## config.mk

```make
export PLATFORM = sky130hd
export DESIGN_NAME = interruption_state_capture
export DESIGN_NICKNAME = d
export VERILOG_FILES = /design/src/intr_capture_pkg.sv /design/src/interruption_state_capture.sv
export SDC_FILE = /design/constraint.sdc
export NUM_CORES = 1
export LEC_CHECK = 0
export BUFFER_PORTS_ARGS = -buffer_cell sky130_fd_sc_hd__buf_2
export CAP_MARGIN = 20
export CORE_AREA = 2 2 265 267
export CTS_BUF_LIST = sky130_fd_sc_hd__clkbuf_16
export DETAILED_ROUTE_END_ITERATION = 7
export DIE_AREA = 0 0 267 269
export PLACE_DENSITY = 0.7
export SETUP_SLACK_MARGIN = 0.3
export SYNTH_ARGS = -nofsm -noshare
export SYNTH_HDL_FRONTEND = slang
export SYNTH_SLANG_ARGS = --single-unit
```

## constraint.sdc

```tcl
create_clock -name core_clk -period 20.6 [get_ports core_clk]
set_clock_uncertainty 0.15 [all_clocks]
set_input_delay 3.09 -clock core_clk [delete_from_list [all_inputs] [get_ports core_clk]]
set_output_delay 3.09 -clock core_clk [all_outputs]
set_load 0.005 [all_outputs]
```

## src/intr_capture_pkg.sv

```systemverilog
// Purpose: Shared constants and carrier types for interruption state capture.
// Assumes: 32-bit APB register access, each 64-bit register as two words.
// Notes: Offsets are byte addresses.
`default_nettype none
package intr_capture_pkg;

    // ------------------------------------------------------------------
    // Register map
    // ------------------------------------------------------------------
    localparam logic [7:0] OFF_RESUME_LO = 8'h00;
    localparam logic [7:0] OFF_RESUME_HI = 8'h04;
    localparam logic [7:0] OFF_FAULT_LO = 8'h08;
    localparam logic [7:0] OFF_FAULT_HI = 8'h0C;
    localparam logic [7:0] OFF_INSERT_LO = 8'h10;
    localparam logic [7:0] OFF_INSERT_HI = 8'h14;
    localparam logic [7:0] OFF_PREV_LO = 8'h18;
    localparam logic [7:0] OFF_PREV_HI = 8'h1C;
    localparam logic [7:0] OFF_FRAME_LO = 8'h20;
    localparam logic [7:0] OFF_FRAME_HI = 8'h24;
    localparam logic [7:0] OFF_STATUS = 8'h28;

    // ------------------------------------------------------------------
    // Field layout and widths
    // ------------------------------------------------------------------
    localparam int PAGE_SIZE_LSB = 2;
    localparam int PAGE_SIZE_W = 6;
    localparam int PROT_TAG_LSB = 8;
    localparam int PROT_TAG_W = 24;
    localparam int FRAME_OK_BIT = 63;
    localparam int FRAME_MARKER_W = 38;
    localparam int VIRT_IMPL_MSB = 50;
    localparam int PHYS_IMPL_MSB = 49;
    localparam logic [63:0] REG_RESET = 64'h0000_0000_0000_0000;
    localparam logic [31:0] WORD_ZERO = 32'h0000_0000;
    localparam logic [63:0] BUNDLE_MASK = 64'hFFFF_FFFF_FFFF_FFF0;
    localparam logic [63:0] LOW32_MASK = 64'h0000_0000_FFFF_FFFF;
    localparam logic [63:0] RSVD_INS_MASK = 64'hFFFF_FFFF_0000_0003;

    typedef enum logic [2:0] {
        EV_FAULT,
        EV_TRAP,
        EV_EXT_INTR,
        EV_BRANCH_TRAP,
        EV_UNIMPL_VIRT,
        EV_UNIMPL_PHYS
    } intr_kind_e;

    // Interruption event from the pipeline.
    typedef struct packed {
        logic valid;
        intr_kind_e kind;
        logic [63:0] instr_ptr;
        logic [63:0] next_ptr;
        logic [63:0] fault_addr;
        logic data_ref;
        logic xlate_fault;
        logic legacy;
        logic second_page;
        logic [63:0] second_page_addr;
        logic [63:0] branch_bundle;
        logic from_return;
        logic [PAGE_SIZE_W-1:0] region_page_size;
        logic [PROT_TAG_W-1:0] region_ident;
    } intr_event_s;

    // Retirement of one instruction.
    typedef struct packed {
        logic valid;
        logic [63:0] addr;
        logic legacy;
    } retire_s;

endpackage
`default_nettype wire

```

## src/interruption_state_capture.sv

```systemverilog
// Purpose: Captures processor state into five interruption registers.
// Assumes: Pipeline events are synchronous to core_clk.
// Notes: Software moves arrive as APB accesses with a privilege level.
`default_nettype none

module interruption_state_capture (
    input wire logic core_clk,
    input wire logic rst,
    input wire logic psel,
    input wire logic penable,
    input wire logic pwrite,
    input wire logic [7:0] paddr,
    input wire logic [31:0] pwdata,
    output logic [31:0] prdata,
    output logic pready,
    output logic pslverr,
    input wire logic [1:0] priv_level,
    input wire logic state_collect_bit,
    input wire intr_capture_pkg::intr_event_s intr_event,
    input wire intr_capture_pkg::retire_s retire,
    input wire logic return_from_intr,
    input wire logic saved_iset_bit,
    input wire logic frame_save_instr,
    input wire logic [37:0] current_frame_marker,
    input wire logic tlb_insert,
    output logic [63:0] return_target,
    output logic [63:0] insert_vaddr,
    output logic insert_rsvd_fault,
    output logic illegal_op_fault,
    output logic priv_op_fault
);

    // ------------------------------------------------------------------
    // Storage
    // ------------------------------------------------------------------
    logic [63:0] resume_reg;
    logic [63:0] fault_reg;
    logic [63:0] insert_reg;
    logic [63:0] prev_reg;
    logic [63:0] frame_reg;
    logic [63:0] last_done_reg;
    logic last_valid_reg;
    logic [63:0] resume_next;
    logic [63:0] fault_next;
    logic capture;
    logic apb_access;
    logic apb_wr;
    logic prev_sel;
    logic frame_sel;
    logic prev_bad;
    logic frame_bad;
    logic mapped;
    logic [31:0] rd_word;

    assign capture = intr_event.valid && state_collect_bit;
    assign apb_access = psel && penable;
    assign prev_sel = (paddr == intr_capture_pkg::OFF_PREV_LO)
        || (paddr == intr_capture_pkg::OFF_PREV_HI);
    assign frame_sel = (paddr == intr_capture_pkg::OFF_FRAME_LO)
        || (paddr == intr_capture_pkg::OFF_FRAME_HI);
    assign prev_bad = prev_sel && state_collect_bit;
    assign frame_bad = frame_sel
        && (state_collect_bit || priv_level != 2'd0);
    assign apb_wr = apb_access && pwrite && mapped && !prev_bad && !frame_bad;

    // ------------------------------------------------------------------
    // Resume pointer value
    // ------------------------------------------------------------------
    always_comb begin
        resume_next = intr_event.instr_ptr;
        case (intr_event.kind)
            intr_capture_pkg::EV_TRAP,
            intr_capture_pkg::EV_EXT_INTR,
            intr_capture_pkg::EV_BRANCH_TRAP: begin
                resume_next = intr_event.next_ptr;
            end
            intr_capture_pkg::EV_UNIMPL_VIRT: begin
                resume_next = intr_event.instr_ptr;
            end
            intr_capture_pkg::EV_UNIMPL_PHYS: begin
                resume_next = intr_event.instr_ptr
                    & ~((64'h7FFF_FFFF_FFFF_FFFF
                    >> (intr_capture_pkg::PHYS_IMPL_MSB + 1))
                    << (intr_capture_pkg::PHYS_IMPL_MSB + 1));
            end
            default: begin
                resume_next = intr_event.instr_ptr;
            end
        endcase
    end

    // ------------------------------------------------------------------
    // Fault address value
    // ------------------------------------------------------------------
    always_comb begin
        if (intr_event.data_ref) begin
            fault_next = intr_event.fault_addr;
        end else if (intr_event.legacy && intr_event.second_page) begin
            fault_next = intr_event.second_page_addr
                & intr_capture_pkg::BUNDLE_MASK;
        end else begin
            fault_next = intr_event.fault_addr
                & intr_capture_pkg::BUNDLE_MASK;
        end
    end

    // ------------------------------------------------------------------
    // Resume pointer register
    // ------------------------------------------------------------------
    always_ff @(posedge core_clk or posedge rst) begin
        if (rst) begin
            resume_reg <= intr_capture_pkg::REG_RESET;
        end else if (capture) begin
            if (!(intr_event.from_return
                && (intr_event.kind == intr_capture_pkg::EV_UNIMPL_VIRT
                || intr_event.kind == intr_capture_pkg::EV_UNIMPL_PHYS))) begin
                resume_reg <= resume_next;
            end
        end else if (apb_wr && paddr == intr_capture_pkg::OFF_RESUME_LO) begin
            resume_reg[31:0] <= pwdata;
        end else if (apb_wr && paddr == intr_capture_pkg::OFF_RESUME_HI) begin
            resume_reg[63:32] <= pwdata;
        end
    end

    // ------------------------------------------------------------------
    // Fault address register
    // ------------------------------------------------------------------
    always_ff @(posedge core_clk or posedge rst) begin
        if (rst) begin
            fault_reg <= intr_capture_pkg::REG_RESET;
        end else if (capture) begin
            fault_reg <= fault_next;
        end else if (apb_wr && paddr == intr_capture_pkg::OFF_FAULT_LO) begin
            fault_reg[31:0] <= pwdata;
        end else if (apb_wr && paddr == intr_capture_pkg::OFF_FAULT_HI) begin
            fault_reg[63:32] <= pwdata;
        end
    end

    // ------------------------------------------------------------------
    // Insertion information register
    // ------------------------------------------------------------------
    always_ff @(posedge core_clk or posedge rst) begin
        if (rst) begin
            insert_reg <= intr_capture_pkg::REG_RESET;
        end else if (capture && intr_event.xlate_fault) begin
            insert_reg[7:2] <= intr_event.region_page_size;
            insert_reg[31:8] <= intr_event.region_ident;
        end else if (apb_wr && paddr == intr_capture_pkg::OFF_INSERT_LO) begin
            insert_reg[31:0] <= pwdata;
        end else if (apb_wr && paddr == intr_capture_pkg::OFF_INSERT_HI) begin
            insert_reg[63:32] <= pwdata;
        end
    end

    // ------------------------------------------------------------------
    // Last completed instruction and previous address register
    // ------------------------------------------------------------------
    always_ff @(posedge core_clk or posedge rst) begin
        if (rst) begin
            last_done_reg <= intr_capture_pkg::REG_RESET;
            last_valid_reg <= 1'b0;
        end else if (capture || return_from_intr) begin
            last_valid_reg <= 1'b0;
        end else if (retire.valid && state_collect_bit) begin
            last_done_reg <= retire.addr;
            last_valid_reg <= 1'b1;
        end
    end

    always_ff @(posedge core_clk or posedge rst) begin
        if (rst) begin
            prev_reg <= intr_capture_pkg::REG_RESET;
        end else if (capture) begin
            if (intr_event.legacy
                && intr_event.kind == intr_capture_pkg::EV_FAULT) begin
                prev_reg <= intr_event.instr_ptr;
            end else if (intr_event.kind
                == intr_capture_pkg::EV_BRANCH_TRAP) begin
                prev_reg <= intr_event.branch_bundle;
            end else if (last_valid_reg) begin
                prev_reg <= last_done_reg;
            end
        end else if (apb_wr && paddr == intr_capture_pkg::OFF_PREV_LO) begin
            prev_reg[31:0] <= pwdata;
        end else if (apb_wr && paddr == intr_capture_pkg::OFF_PREV_HI) begin
            prev_reg[63:32] <= pwdata;
        end
    end

    // ------------------------------------------------------------------
    // Saved frame register
    // ------------------------------------------------------------------
    always_ff @(posedge core_clk or posedge rst) begin
        if (rst) begin
            frame_reg <= intr_capture_pkg::REG_RESET;
        end else if (capture) begin
            frame_reg[intr_capture_pkg::FRAME_OK_BIT] <= 1'b0;
        end else if (frame_save_instr && !state_collect_bit) begin
            frame_reg[37:0] <= current_frame_marker;
            frame_reg[intr_capture_pkg::FRAME_OK_BIT] <= 1'b1;
        end else if (apb_wr && paddr == intr_capture_pkg::OFF_FRAME_LO) begin
            frame_reg[31:0] <= pwdata;
        end else if (apb_wr && paddr == intr_capture_pkg::OFF_FRAME_HI) begin
            frame_reg[63:32] <= pwdata;
        end
    end

    // ------------------------------------------------------------------
    // Return and insertion outputs
    // ------------------------------------------------------------------
    always_ff @(posedge core_clk or posedge rst) begin
        if (rst) begin
            return_target <= intr_capture_pkg::REG_RESET;
            insert_vaddr <= intr_capture_pkg::REG_RESET;
            insert_rsvd_fault <= 1'b0;
        end else begin
            if (return_from_intr) begin
                return_target <= saved_iset_bit
                    ? (resume_reg & intr_capture_pkg::LOW32_MASK)
                    : (resume_reg & intr_capture_pkg::BUNDLE_MASK);
            end
            if (tlb_insert) begin
                insert_vaddr <= fault_reg;
            end
            insert_rsvd_fault <= tlb_insert
                && |(insert_reg & intr_capture_pkg::RSVD_INS_MASK);
        end
    end

    // ------------------------------------------------------------------
    // APB slave
    // ------------------------------------------------------------------
    always_comb begin
        mapped = 1'b1;
        rd_word = intr_capture_pkg::WORD_ZERO;
        case (paddr)
            intr_capture_pkg::OFF_RESUME_LO: rd_word = resume_reg[31:0];
            intr_capture_pkg::OFF_RESUME_HI: rd_word = resume_reg[63:32];
            intr_capture_pkg::OFF_FAULT_LO: rd_word = fault_reg[31:0];
            intr_capture_pkg::OFF_FAULT_HI: rd_word = fault_reg[63:32];
            intr_capture_pkg::OFF_INSERT_LO: rd_word = insert_reg[31:0];
            intr_capture_pkg::OFF_INSERT_HI: rd_word = insert_reg[63:32];
            intr_capture_pkg::OFF_PREV_LO: rd_word = prev_reg[31:0];
            intr_capture_pkg::OFF_PREV_HI: rd_word = prev_reg[63:32];
            intr_capture_pkg::OFF_FRAME_LO: rd_word = frame_reg[31:0];
            intr_capture_pkg::OFF_FRAME_HI: rd_word = frame_reg[63:32];
            intr_capture_pkg::OFF_STATUS: rd_word = {30'd0, last_valid_reg,
                state_collect_bit};
            default: mapped = 1'b0;
        endcase
    end

    assign pready = 1'b1;
    assign pslverr = apb_access && (!mapped || prev_bad || frame_bad);

    always_ff @(posedge core_clk or posedge rst) begin
        if (rst) begin
            prdata <= intr_capture_pkg::WORD_ZERO;
        end else if (psel && !penable && !pwrite) begin
            prdata <= rd_word;
        end
    end

    always_ff @(posedge core_clk or posedge rst) begin
        if (rst) begin
            illegal_op_fault <= 1'b0;
            priv_op_fault <= 1'b0;
        end else begin
            illegal_op_fault <= apb_access && frame_sel == 1'b0 && prev_bad
                || apb_access && frame_sel && state_collect_bit;
            priv_op_fault <= apb_access && frame_sel && !state_collect_bit
                && priv_level != 2'd0;
        end
    end
endmodule
`default_nettype wire

```

Yosys cells after proc, flatten, opt, wreduce, memory -nomap -nowiden

Index checks and enable logic that the tools add are counted.
Widths: inputs -> output; s select.

Reductions and logical operators: 77
Equal/unequal tests: 22
Bitwise logic cells: 7
Multiplexer cells: 32

Operators with widths:

| cell               | count |
|---|---|
| $mux 64            | 10 |
| $mux 32            | 13 |
| $pmux 32 s11       | 1 |
| $pmux 64 s2        | 1 |
| $mux 38            | 1 |
| $logic_and 1x1->1  | 34 |
| $reduce_or 34->1   | 1 |
| $eq 8x5->1 const B | 4 |
| $mux 30            | 1 |
| $eq 8x6->1 const B | 3 |
| $reduce_bool 2->1  | 11 |
| $eq 8x4->1 const B | 2 |
| $reduce_and 2->1   | 7 |
| $reduce_and 3->1   | 4 |
| $reduce_or 11->1   | 1 |
| $ne 2x2->1 const B | 5 |
| $eq 8x3->1 const B | 1 |
| $logic_not 8->1    | 1 |
| $logic_or 1x1->1   | 8 |
| $not 1->1          | 7 |
| $eq 3x2->1 const B | 2 |
| $eq 3x3->1 const B | 2 |
| $logic_not 1->1    | 6 |
| $mux 1             | 5 |
| other kinds (7)    | 7 |

Input bits: 515
Register bits: 548
Output and inout port bits: 165
Word-level logic and storage cells: 159

Logic depth before layout (Yosys ltp)

Gate-level depths: netlist (run 1).

Word-level depth: 11
Gate-level depth with buffers: 10
Gate-level depth less buffers: 5

Least setup slack after synthesis (run 1)

No wires, ideal clock.

Path type: input port to output port
Start point: input port paddr[5]
End point: output port pslverr
Buffers on the path: 3
Path slack: 12.896 ns
Data required time: 17.360 ns
Stages on the path: 6
Arrival: 4.464 ns
Cells stage by stage: buf_2 -> or4b_1 -> buf_2 -> or3_1 -> buf_2 -> a31oi_1

Word-level cells in the longest chain between the ends: 7
Elaborated cells on any way between the ends: 21
Classes of those cells: eq/ne: 10; mux: 1; reduce/logical: 10

RTL lines:

| element                            | RTL line                                                            | source |
|---|---|---|
| from (decl)                        | interruption_state_capture.sv:12                                    | `input wire logic [7:0] paddr,` |
| $eq 8x5->1 (tied with other cells) | interruption_state_capture.sv:57, interruption_state_capture.sv:238 |  |
| $reduce_or 11->1 (no line)         | -                                                                   |  |
| $mux 1                             | interruption_state_capture.sv:238                                   | `case (paddr)` |
| $logic_not 1->1                    | interruption_state_capture.sv:256                                   | `assign pslverr = apb_access && (!mapped \|\| prev_bad \|\| frame_bad);` |
| $logic_or 1x1->1                   | interruption_state_capture.sv:256                                   |  |
| $logic_or 1x1->1 *                 | interruption_state_capture.sv:256                                   |  |
| $logic_and 1x1->1 *                | interruption_state_capture.sv:256                                   |  |
| to (decl)                          | interruption_state_capture.sv:16                                    | `output logic pslverr,` |

Every way passes the cells marked *; elsewhere a longest branch is shown, timed or not.

Worst setup path after layout (run 1)

Ends and elaborated chain as after synthesis.

==> results of run 1 <==
-- path summary, 6_finish.rpt --
path	from	to	cells after the start
min in group asynchronous	rst	last_done_reg[32]$_DFFE_PP0P_	2
hold reg to reg	prdata[30]$_DFFE_PP0P_	prdata[30]$_DFFE_PP0P_	2
hold / removal	prdata[30]$_DFFE_PP0P_	prdata[30]$_DFFE_PP0P_	2
setup / recovery	paddr[5]	pslverr	6
setup reg to reg	last_valid_reg$_DFFE_PP0P_	prev_reg[11]$_DFFE_PP0P_	4
max in group asynchronous	rst	resume_reg[15]$_DFFE_PP0P_	5
-- per-stage QoR --
stage,instances,hold WS (ns),utilization
after CTS,4172,0.327,0.486
after floorplan,2608,0.311,-
after detailed placement,4051,0.315,0.455
after global routing,4183,0.344,0.487
final,4189,0.325,0.487
after global placement,4049,0.309,0.454
-- critical path: stages --
cell and delay (ns):
buf_2 0.07, buf_4 0.45, or4b_1 0.83, or3_1 0.58, a31oi_1 0.33, buf_2 0.18
-- where the power goes --
part	leakage [nW]	internal (mW)	switching, mW
sequential	6.83	1.25	0.148
combinational	8.25	0.256	0.313
clock	1.10	0.663	0.504
-- layer usage --
| metal | vias to the layer above | global-route usage | part of all wire |
|---|---|---|---|
| li1 | 10800 | - | - |
| met1 | 12700 | 0.427 | 0.36 |
| met2 | 1753 | 0.584 | 0.47 |
| met3 | 378 | 0.0973 | 0.10 |
| met4 | 8 | 0.205 | 0.069 |
| met5 | - | 0 | 0.00043 |
-- layout by cell type, fill, tap and decap left out, types with 18 or more instances in the layout --
master and instances:
a311oi_1 80, clkinv_2 18, mux2i_1 148, nand3_1 24, o21ai_0 70, a221o_1 62
clkbuf_16 67, inv_1 47, buf_4 59, dfrtp_1 548, a21oi_1 57, a211oi_1 73
a31oi_1 74, a21o_1 80, mux2_2 257, buf_2 669, o22ai_1 52, nor2_1 173
nand2_1 425, a22oi_1 49
-- cell families after synthesis --
group / Yosys count / synth area share
buf+inv: 265 / 0.0395
mux: 416 / 0.168
simple gates: 694 / 0.105
compound gates: 684 / 0.184
flops: 548 / 0.503
other cells: 1 / 0.000138
-- area by class of cell --
cell class	count	area (µm²)	share of cell area
flip-flops and latches	548	13700	0.406
well taps	940	1180	0.0349
clock buffers	67	1680	0.0497
inverters	38	150	0.00445
multi-input cells	1795	12600	0.375
diodes	14	35.0	0.00104
repair buffers	733	3870	0.115
clock inverters	54	469	0.0139
==> metrics.log, run 1 <==
[metrics] status: finished clean
[metrics] CTS resizes: 0
[metrics] via count: 25700
[metrics] net count of the mapped netlist: 3123
[metrics] number of core rows: 97
[metrics] half-perimeter wire length of the detailed placement result: 97800 µm
[metrics] post-synthesis instance area: 0.0273 mm²
[metrics] # fillers: 6486
[metrics] vias in the first global route: 24500
[metrics] Num CTS Buffers: 67
[metrics] First-pass DRT Iterations: 7
[metrics] ranking of synthesized cells by instance count: 548 x dfrtp_1, 425 x nand2_1, 257 x mux2_2
[metrics] Chip Height: 269 µm
[metrics] deepest clock path buffer count: 3
[metrics] number of enable-type register cells in the synthesized netlist: 0
[metrics] share of flip-flops with an asynchronous set or reset after synthesis: 1.00
[metrics] number of antenna violations at the first check in global routing: 26
[metrics] register-to-register path setup slack: 17.51 ns
[metrics] critical path data required time: 17.36 ns
[metrics] number of top-level design ports: 680
[metrics] count of distinct cell types in the synthesized netlist: 71
[metrics] startpoint types: input pin
[metrics] Synthesis Warnings: 0
[metrics] antenna-violating nets left: 0
[metrics] dominant cell type by area after synthesis: dfrtp_1
[metrics] primary flip-flop cell chosen by synthesis mapping: dfrtp_1
[metrics] largest net degree at the start of global routing: 162
[metrics] total of max-cap violations: 0
[metrics] CTS hold repair buffers: 0
[metrics] shortest clock period the worst path allows after layout: 8.82 ns
[metrics] cell at the root of the clock tree: clkbuf_16
[metrics] Lkg Pwr: 16.2 nW
[metrics] Worst setup EP type: output pin
[metrics] clock tree sinks: 548
[metrics] area of the core: 0.0693 mm²
[metrics] DIE WIDTH: 267 µm
[metrics] Total Die Area: 0.0718 mm²
[metrics] first-iteration detailed-routing DRC count: 3633
[metrics] Hold Vio Cnt, Final: 0
[metrics] cell area after layout: 0.0337 mm²
[metrics] effective utilization at floorplan: 0.393
[metrics] power after layout: 3.14 mW
[metrics] final setup TNS: 0 ns
[metrics] unrepaired setup endpoints after global routing: false
[metrics] arrival time at the worst endpoint: 5.58 ns
[metrics] post-synth top area share: 0.503
[metrics] WL per Instance: 31.3 µm
[metrics] RD Place Congestion: 1.01
[metrics] vias per std cell: 6.13
[metrics] part of the Yosys area used for sequential elements: 0.503
[metrics] Detailed Route WL: 131000 µm
[metrics] worst-skew pair later-pin latency: 0.63 ns
[metrics] wire length of the first global-routing pass: 181000 µm
[metrics] category of the critical setup timing path: input pin to output pin
[metrics] worst max-slew margin expressed relative to the limit: 0.195
[metrics] Max rail drop VDD: 72.7 µV
[metrics] number of nets in the finished design: 3698
[metrics] largest fanout on the critical path: 28
[metrics] Place WS: 11.93 ns
[metrics] buffers added on ports: 673
[metrics] Overflow after GRT: 0
[metrics] leading cell types by total area after synthesis: dfrtp_1 50%, mux2_2 11%, nand2_1 5.9%
[metrics] clock tree from TritonCTS: built
[metrics] crit share post-route: 0.428
[metrics] clock input transition at the sequential cells of the worst setup and hold paths: 0.05 ns
[metrics] most frequent cell after synthesis: dfrtp_1
[metrics] fin. max-slew vios: 0
[metrics] Area Overhead vs Synth: 23.7%
[metrics] synthesized area divided by synthesized cell count: 10.5 µm²
[metrics] share of post-route cells with drive strength above 1: 0.352
[metrics] Tightest Pin Transition: 1.21 ns
[metrics] placed instance area: 0.0315 mm²
[metrics] Worst Hold Class: flop to flop
[metrics] final setup violating endpoints: 0
[metrics] number of levels the H-tree was split into: 3
[metrics] synthesis-stage register bit count: 548
[metrics] DR DRC count: 0
[metrics] post-CTS setup-driven buffer insertion count: 0
[metrics] combined global-route utilization of all metal layers: 0.358
[metrics] Max Clk Rate: 0.113 GHz
[metrics] post-synthesis instance total: 2608
[metrics] Pwr per Cell Area: 93.0 mW/mm²
[metrics] crit path setup slack, layout: 11.78 ns
Power figures use the tool's default switching activity.
==> run 2, diff against run 1 <==
PLACE_DENSITY = 0.73   (was 0.7)
clock period = 8 ns   (was 20.6 ns; I/O delays follow)
==> run 2 against run 1 <==
Cell count down 0.21%. Hold slack better by 0.011 ns. Sequential share of layout area up 0.17 points. Clock power up 150%. Cell area down 0.42%. Global-route usage up 0.24 points. Total power rose to 2.5 times the previous value. Sequential power rose to 2.6 times the previous value.
==> metrics.log, run 2 (synthesis gave the netlist of run 1 again) <==
[metrics] First-pass DRT Iterations: 6 (was 7)
[metrics] cell at the root of the clock tree: clkbuf_16 (unchanged)
[metrics] clock tree from TritonCTS: built (unchanged)
[metrics] total of max-cap violations: 0 (unchanged)
[metrics] proportion of total power due to net switching: 0.310 (was 0.307)
[metrics] part of the power in the clock network: 0.362 (was 0.372)
[metrics] shortest clock period the worst path allows after layout: 5.16 ns
[metrics] vias in the first global route: 24500 (about the same)
[metrics] Total Die Area: 0.0718 mm² (unchanged)
[metrics] deepest clock path buffer count: 3 (unchanged)
[metrics] leading cell types in the layout, fill and taps excluded: 670 x buf_2, 548 x dfrtp_1, 425 x nand2_1, 257 x mux2_2, 173 x nor2_1 (was 669 x buf_2, 548 x dfrtp_1, 425 x nand2_1, 257 x mux2_2, 173 x nor2_1)
[metrics] DIE WIDTH: 267 µm (unchanged)
[metrics] final setup TNS: 0 ns (unchanged)
[metrics] antenna-violating nets left: 0 (unchanged)
[metrics] placed instance area: 0.0315 mm² (about the same)
[metrics] Tightest Pin Transition: 1.32 ns (was 1.21 ns)
[metrics] via count: 25700 (about the same)
[metrics] Num CTS Buffers: 61 (was 67)
[metrics] combined global-route utilization of all metal layers: 0.360 (was 0.358)
[metrics] register-to-register path setup slack: 5.40 ns (was 17.51 ns)
[metrics] status: finished clean (unchanged)
[metrics] Worst Hold Class: flop to flop (unchanged)
[metrics] half-perimeter wire length of the detailed placement result: 99300 µm (was 97800 µm)
[metrics] Overflow after GRT: 0 (unchanged)
[metrics] final setup violating endpoints: 0 (unchanged)
[metrics] CTS hold repair buffers: 0 (unchanged)
[metrics] wire length of the first global-routing pass: 182000 µm (was 181000 µm)
[metrics] P_sw: 2.47 mW (was 0.965 mW)
[metrics] area of the core: 0.0693 mm² (unchanged)
[metrics] Area Overhead vs Synth: 23.2% (was 23.7%)
[metrics] Max Clk Rate: 0.194 GHz
[metrics] CTS resizes: 0 (unchanged)
[metrics] largest fanout on the critical path: 28 (unchanged)
[metrics] Hold Vio Cnt, Final: 0 (unchanged)
[metrics] Lkg Pwr: 16.1 nW (was 16.2 nW)
[metrics] unrepaired setup endpoints after global routing: false (unchanged)
[metrics] critical path data required time: 6.65 ns (was 17.36 ns)
[metrics] number of cells in the finished layout apart from fillers: 4180 (was 4189)
[metrics] crit share post-route: 0.645
[metrics] WL per Instance: 31.6 µm (was 31.3 µm)
[metrics] RD Place Congestion: 0.991 (was 1.01)
[metrics] Pwr per Cell Area: 237 mW/mm² (was 93.0 mW/mm²)
[metrics] category of the critical setup timing path: input pin to output pin (unchanged)
[metrics] worst-case hold slack: 0.336 ns (was 0.325 ns)
[metrics] Worst setup EP type: output pin (unchanged)
[metrics] DR DRC count: 0 (unchanged)
[metrics] number of top-level design ports: 680 (unchanged)
[metrics] number of levels the H-tree was split into: 2 (was 3)
[metrics] buffers added on ports: 673 (unchanged)
[metrics] worst-skew pair later-pin latency: 0.67 ns (was 0.63 ns)
[metrics] effective utilization at floorplan: 0.393 (unchanged)
[metrics] number of core rows: 97 (unchanged)
[metrics] most frequent standard cell in the layout excluding fill and tap cells: buf_2 (unchanged)
[metrics] combinational power share: 0.185 (was 0.181)
[metrics] fin. max-slew vios: 0 (unchanged)
[metrics] first-iteration detailed-routing DRC count: 3416 (was 3633)
[metrics] largest net degree at the start of global routing: 157 (was 162)
[metrics] post-CTS setup-driven buffer insertion count: 0 (unchanged)
[metrics] number of nets in the finished design: 3694 (was 3698)
[metrics] arrival time at the worst endpoint: 3.81 ns (was 5.58 ns)
[metrics] Chip Height: 269 µm (unchanged)
[metrics] clock input transition at the sequential cells of the worst setup and hold paths: 0.06 ns (was 0.05 ns)
[metrics] vias per std cell: 6.14 (was 6.13)
[metrics] cell area after layout: 0.0336 mm² (was 0.0337 mm²)
[metrics] worst max-slew margin expressed relative to the limit: 0.120 (was 0.195)
[metrics] Detailed Route WL: 132000 µm (was 131000 µm)
[metrics] Sequential Power Share: 0.453 (was 0.447)
[metrics] Int Power: 5.51 mW (was 2.17 mW)
[metrics] Max rail drop VDD: 174 µV (was 72.7 µV)
[metrics] clock tree sinks: 548 (unchanged)
[metrics] placed instance count: 4054 (was 4051)
[metrics] number of antenna violations at the first check in global routing: 23 (was 26)
[metrics] share of post-route cells with drive strength above 1: 0.348 (was 0.352)
[metrics] startpoint types: input pin (unchanged)
run 2: changes by cell type in the layout (fill, tap and decap cells not counted), sizes merged:
cell	delta
clkinv	-6
clkinvlp	+2
buf	+3
clkbuf	-7
bufinv	+2
diode	-3
run 2: metrics by stage:
step / setup slack (ns) / total power [mW] / util
finish: 2.84 / 7.97 / 0.485
global route: 2.83 / 8.23 / 0.485
CTS: 2.94 / 7.96 / 0.484
detailed placement: 2.84 / 5.10 / 0.455
global placement: 2.86 / 5.06 / 0.455
floorplan: -0.806 / 4.28 / -
run 2: cell type report:
type,count,area [µm²]
timing repair buffer,735,3890
clock buffer,61,1530
inverter,38,146
fill,6493,35700
sequential,548,13700
clock inverter,52,479
multi-input combinational,1795,12600
antenna,11,27.5
tap,940,1180
run 2: worst paths after layout:
check,to,from,depth (start not counted)
worst max-delay path,pslverr,paddr[5],5
worst min-delay path,prdata[26]$_DFFE_PP0P_,prdata[26]$_DFFE_PP0P_,2
worst max register to register,prev_reg[25]$_DFFE_PP0P_,last_valid_reg$_DFFE_PP0P_,4
worst min register to register,prdata[26]$_DFFE_PP0P_,prdata[26]$_DFFE_PP0P_,2
max in group asynchronous,fault_reg[62]$_DFFE_PP0P_,rst,4
min in group asynchronous,insert_reg[3]$_DFFE_PP0P_,rst,2
run 2: worst max-delay path, stage by stage:
cell	delay (ns)
buf_2	0.67
or4b_1	0.80
or3_1	0.56
a31oi_1	0.36
buf_2	0.19
run 2: metal layers:
| metal | global-route usage | routed length (µm) | share of wire |
|---|---|---|---|
| met2 | 0.592 | 62400 | 0.47 |
| met1 | 0.434 | 47200 | 0.36 |
| met4 | 0.204 | 8930 | 0.067 |
| met3 | 0.0886 | 13600 | 0.10 |
| met5 | 0 | 76 | 0.00057 |
run 2: power by group through the flow:
stage                     Clock (mW)  Sequential, mW  Combinational [mW]
after global placement             0            3.63                1.43
after CTS                       2.90            3.60                1.46
after floorplan                    0            3.49               0.786
final                           2.89            3.62                1.47
after global routing            3.01            3.65                1.57
after detailed placement           0            3.65                1.45
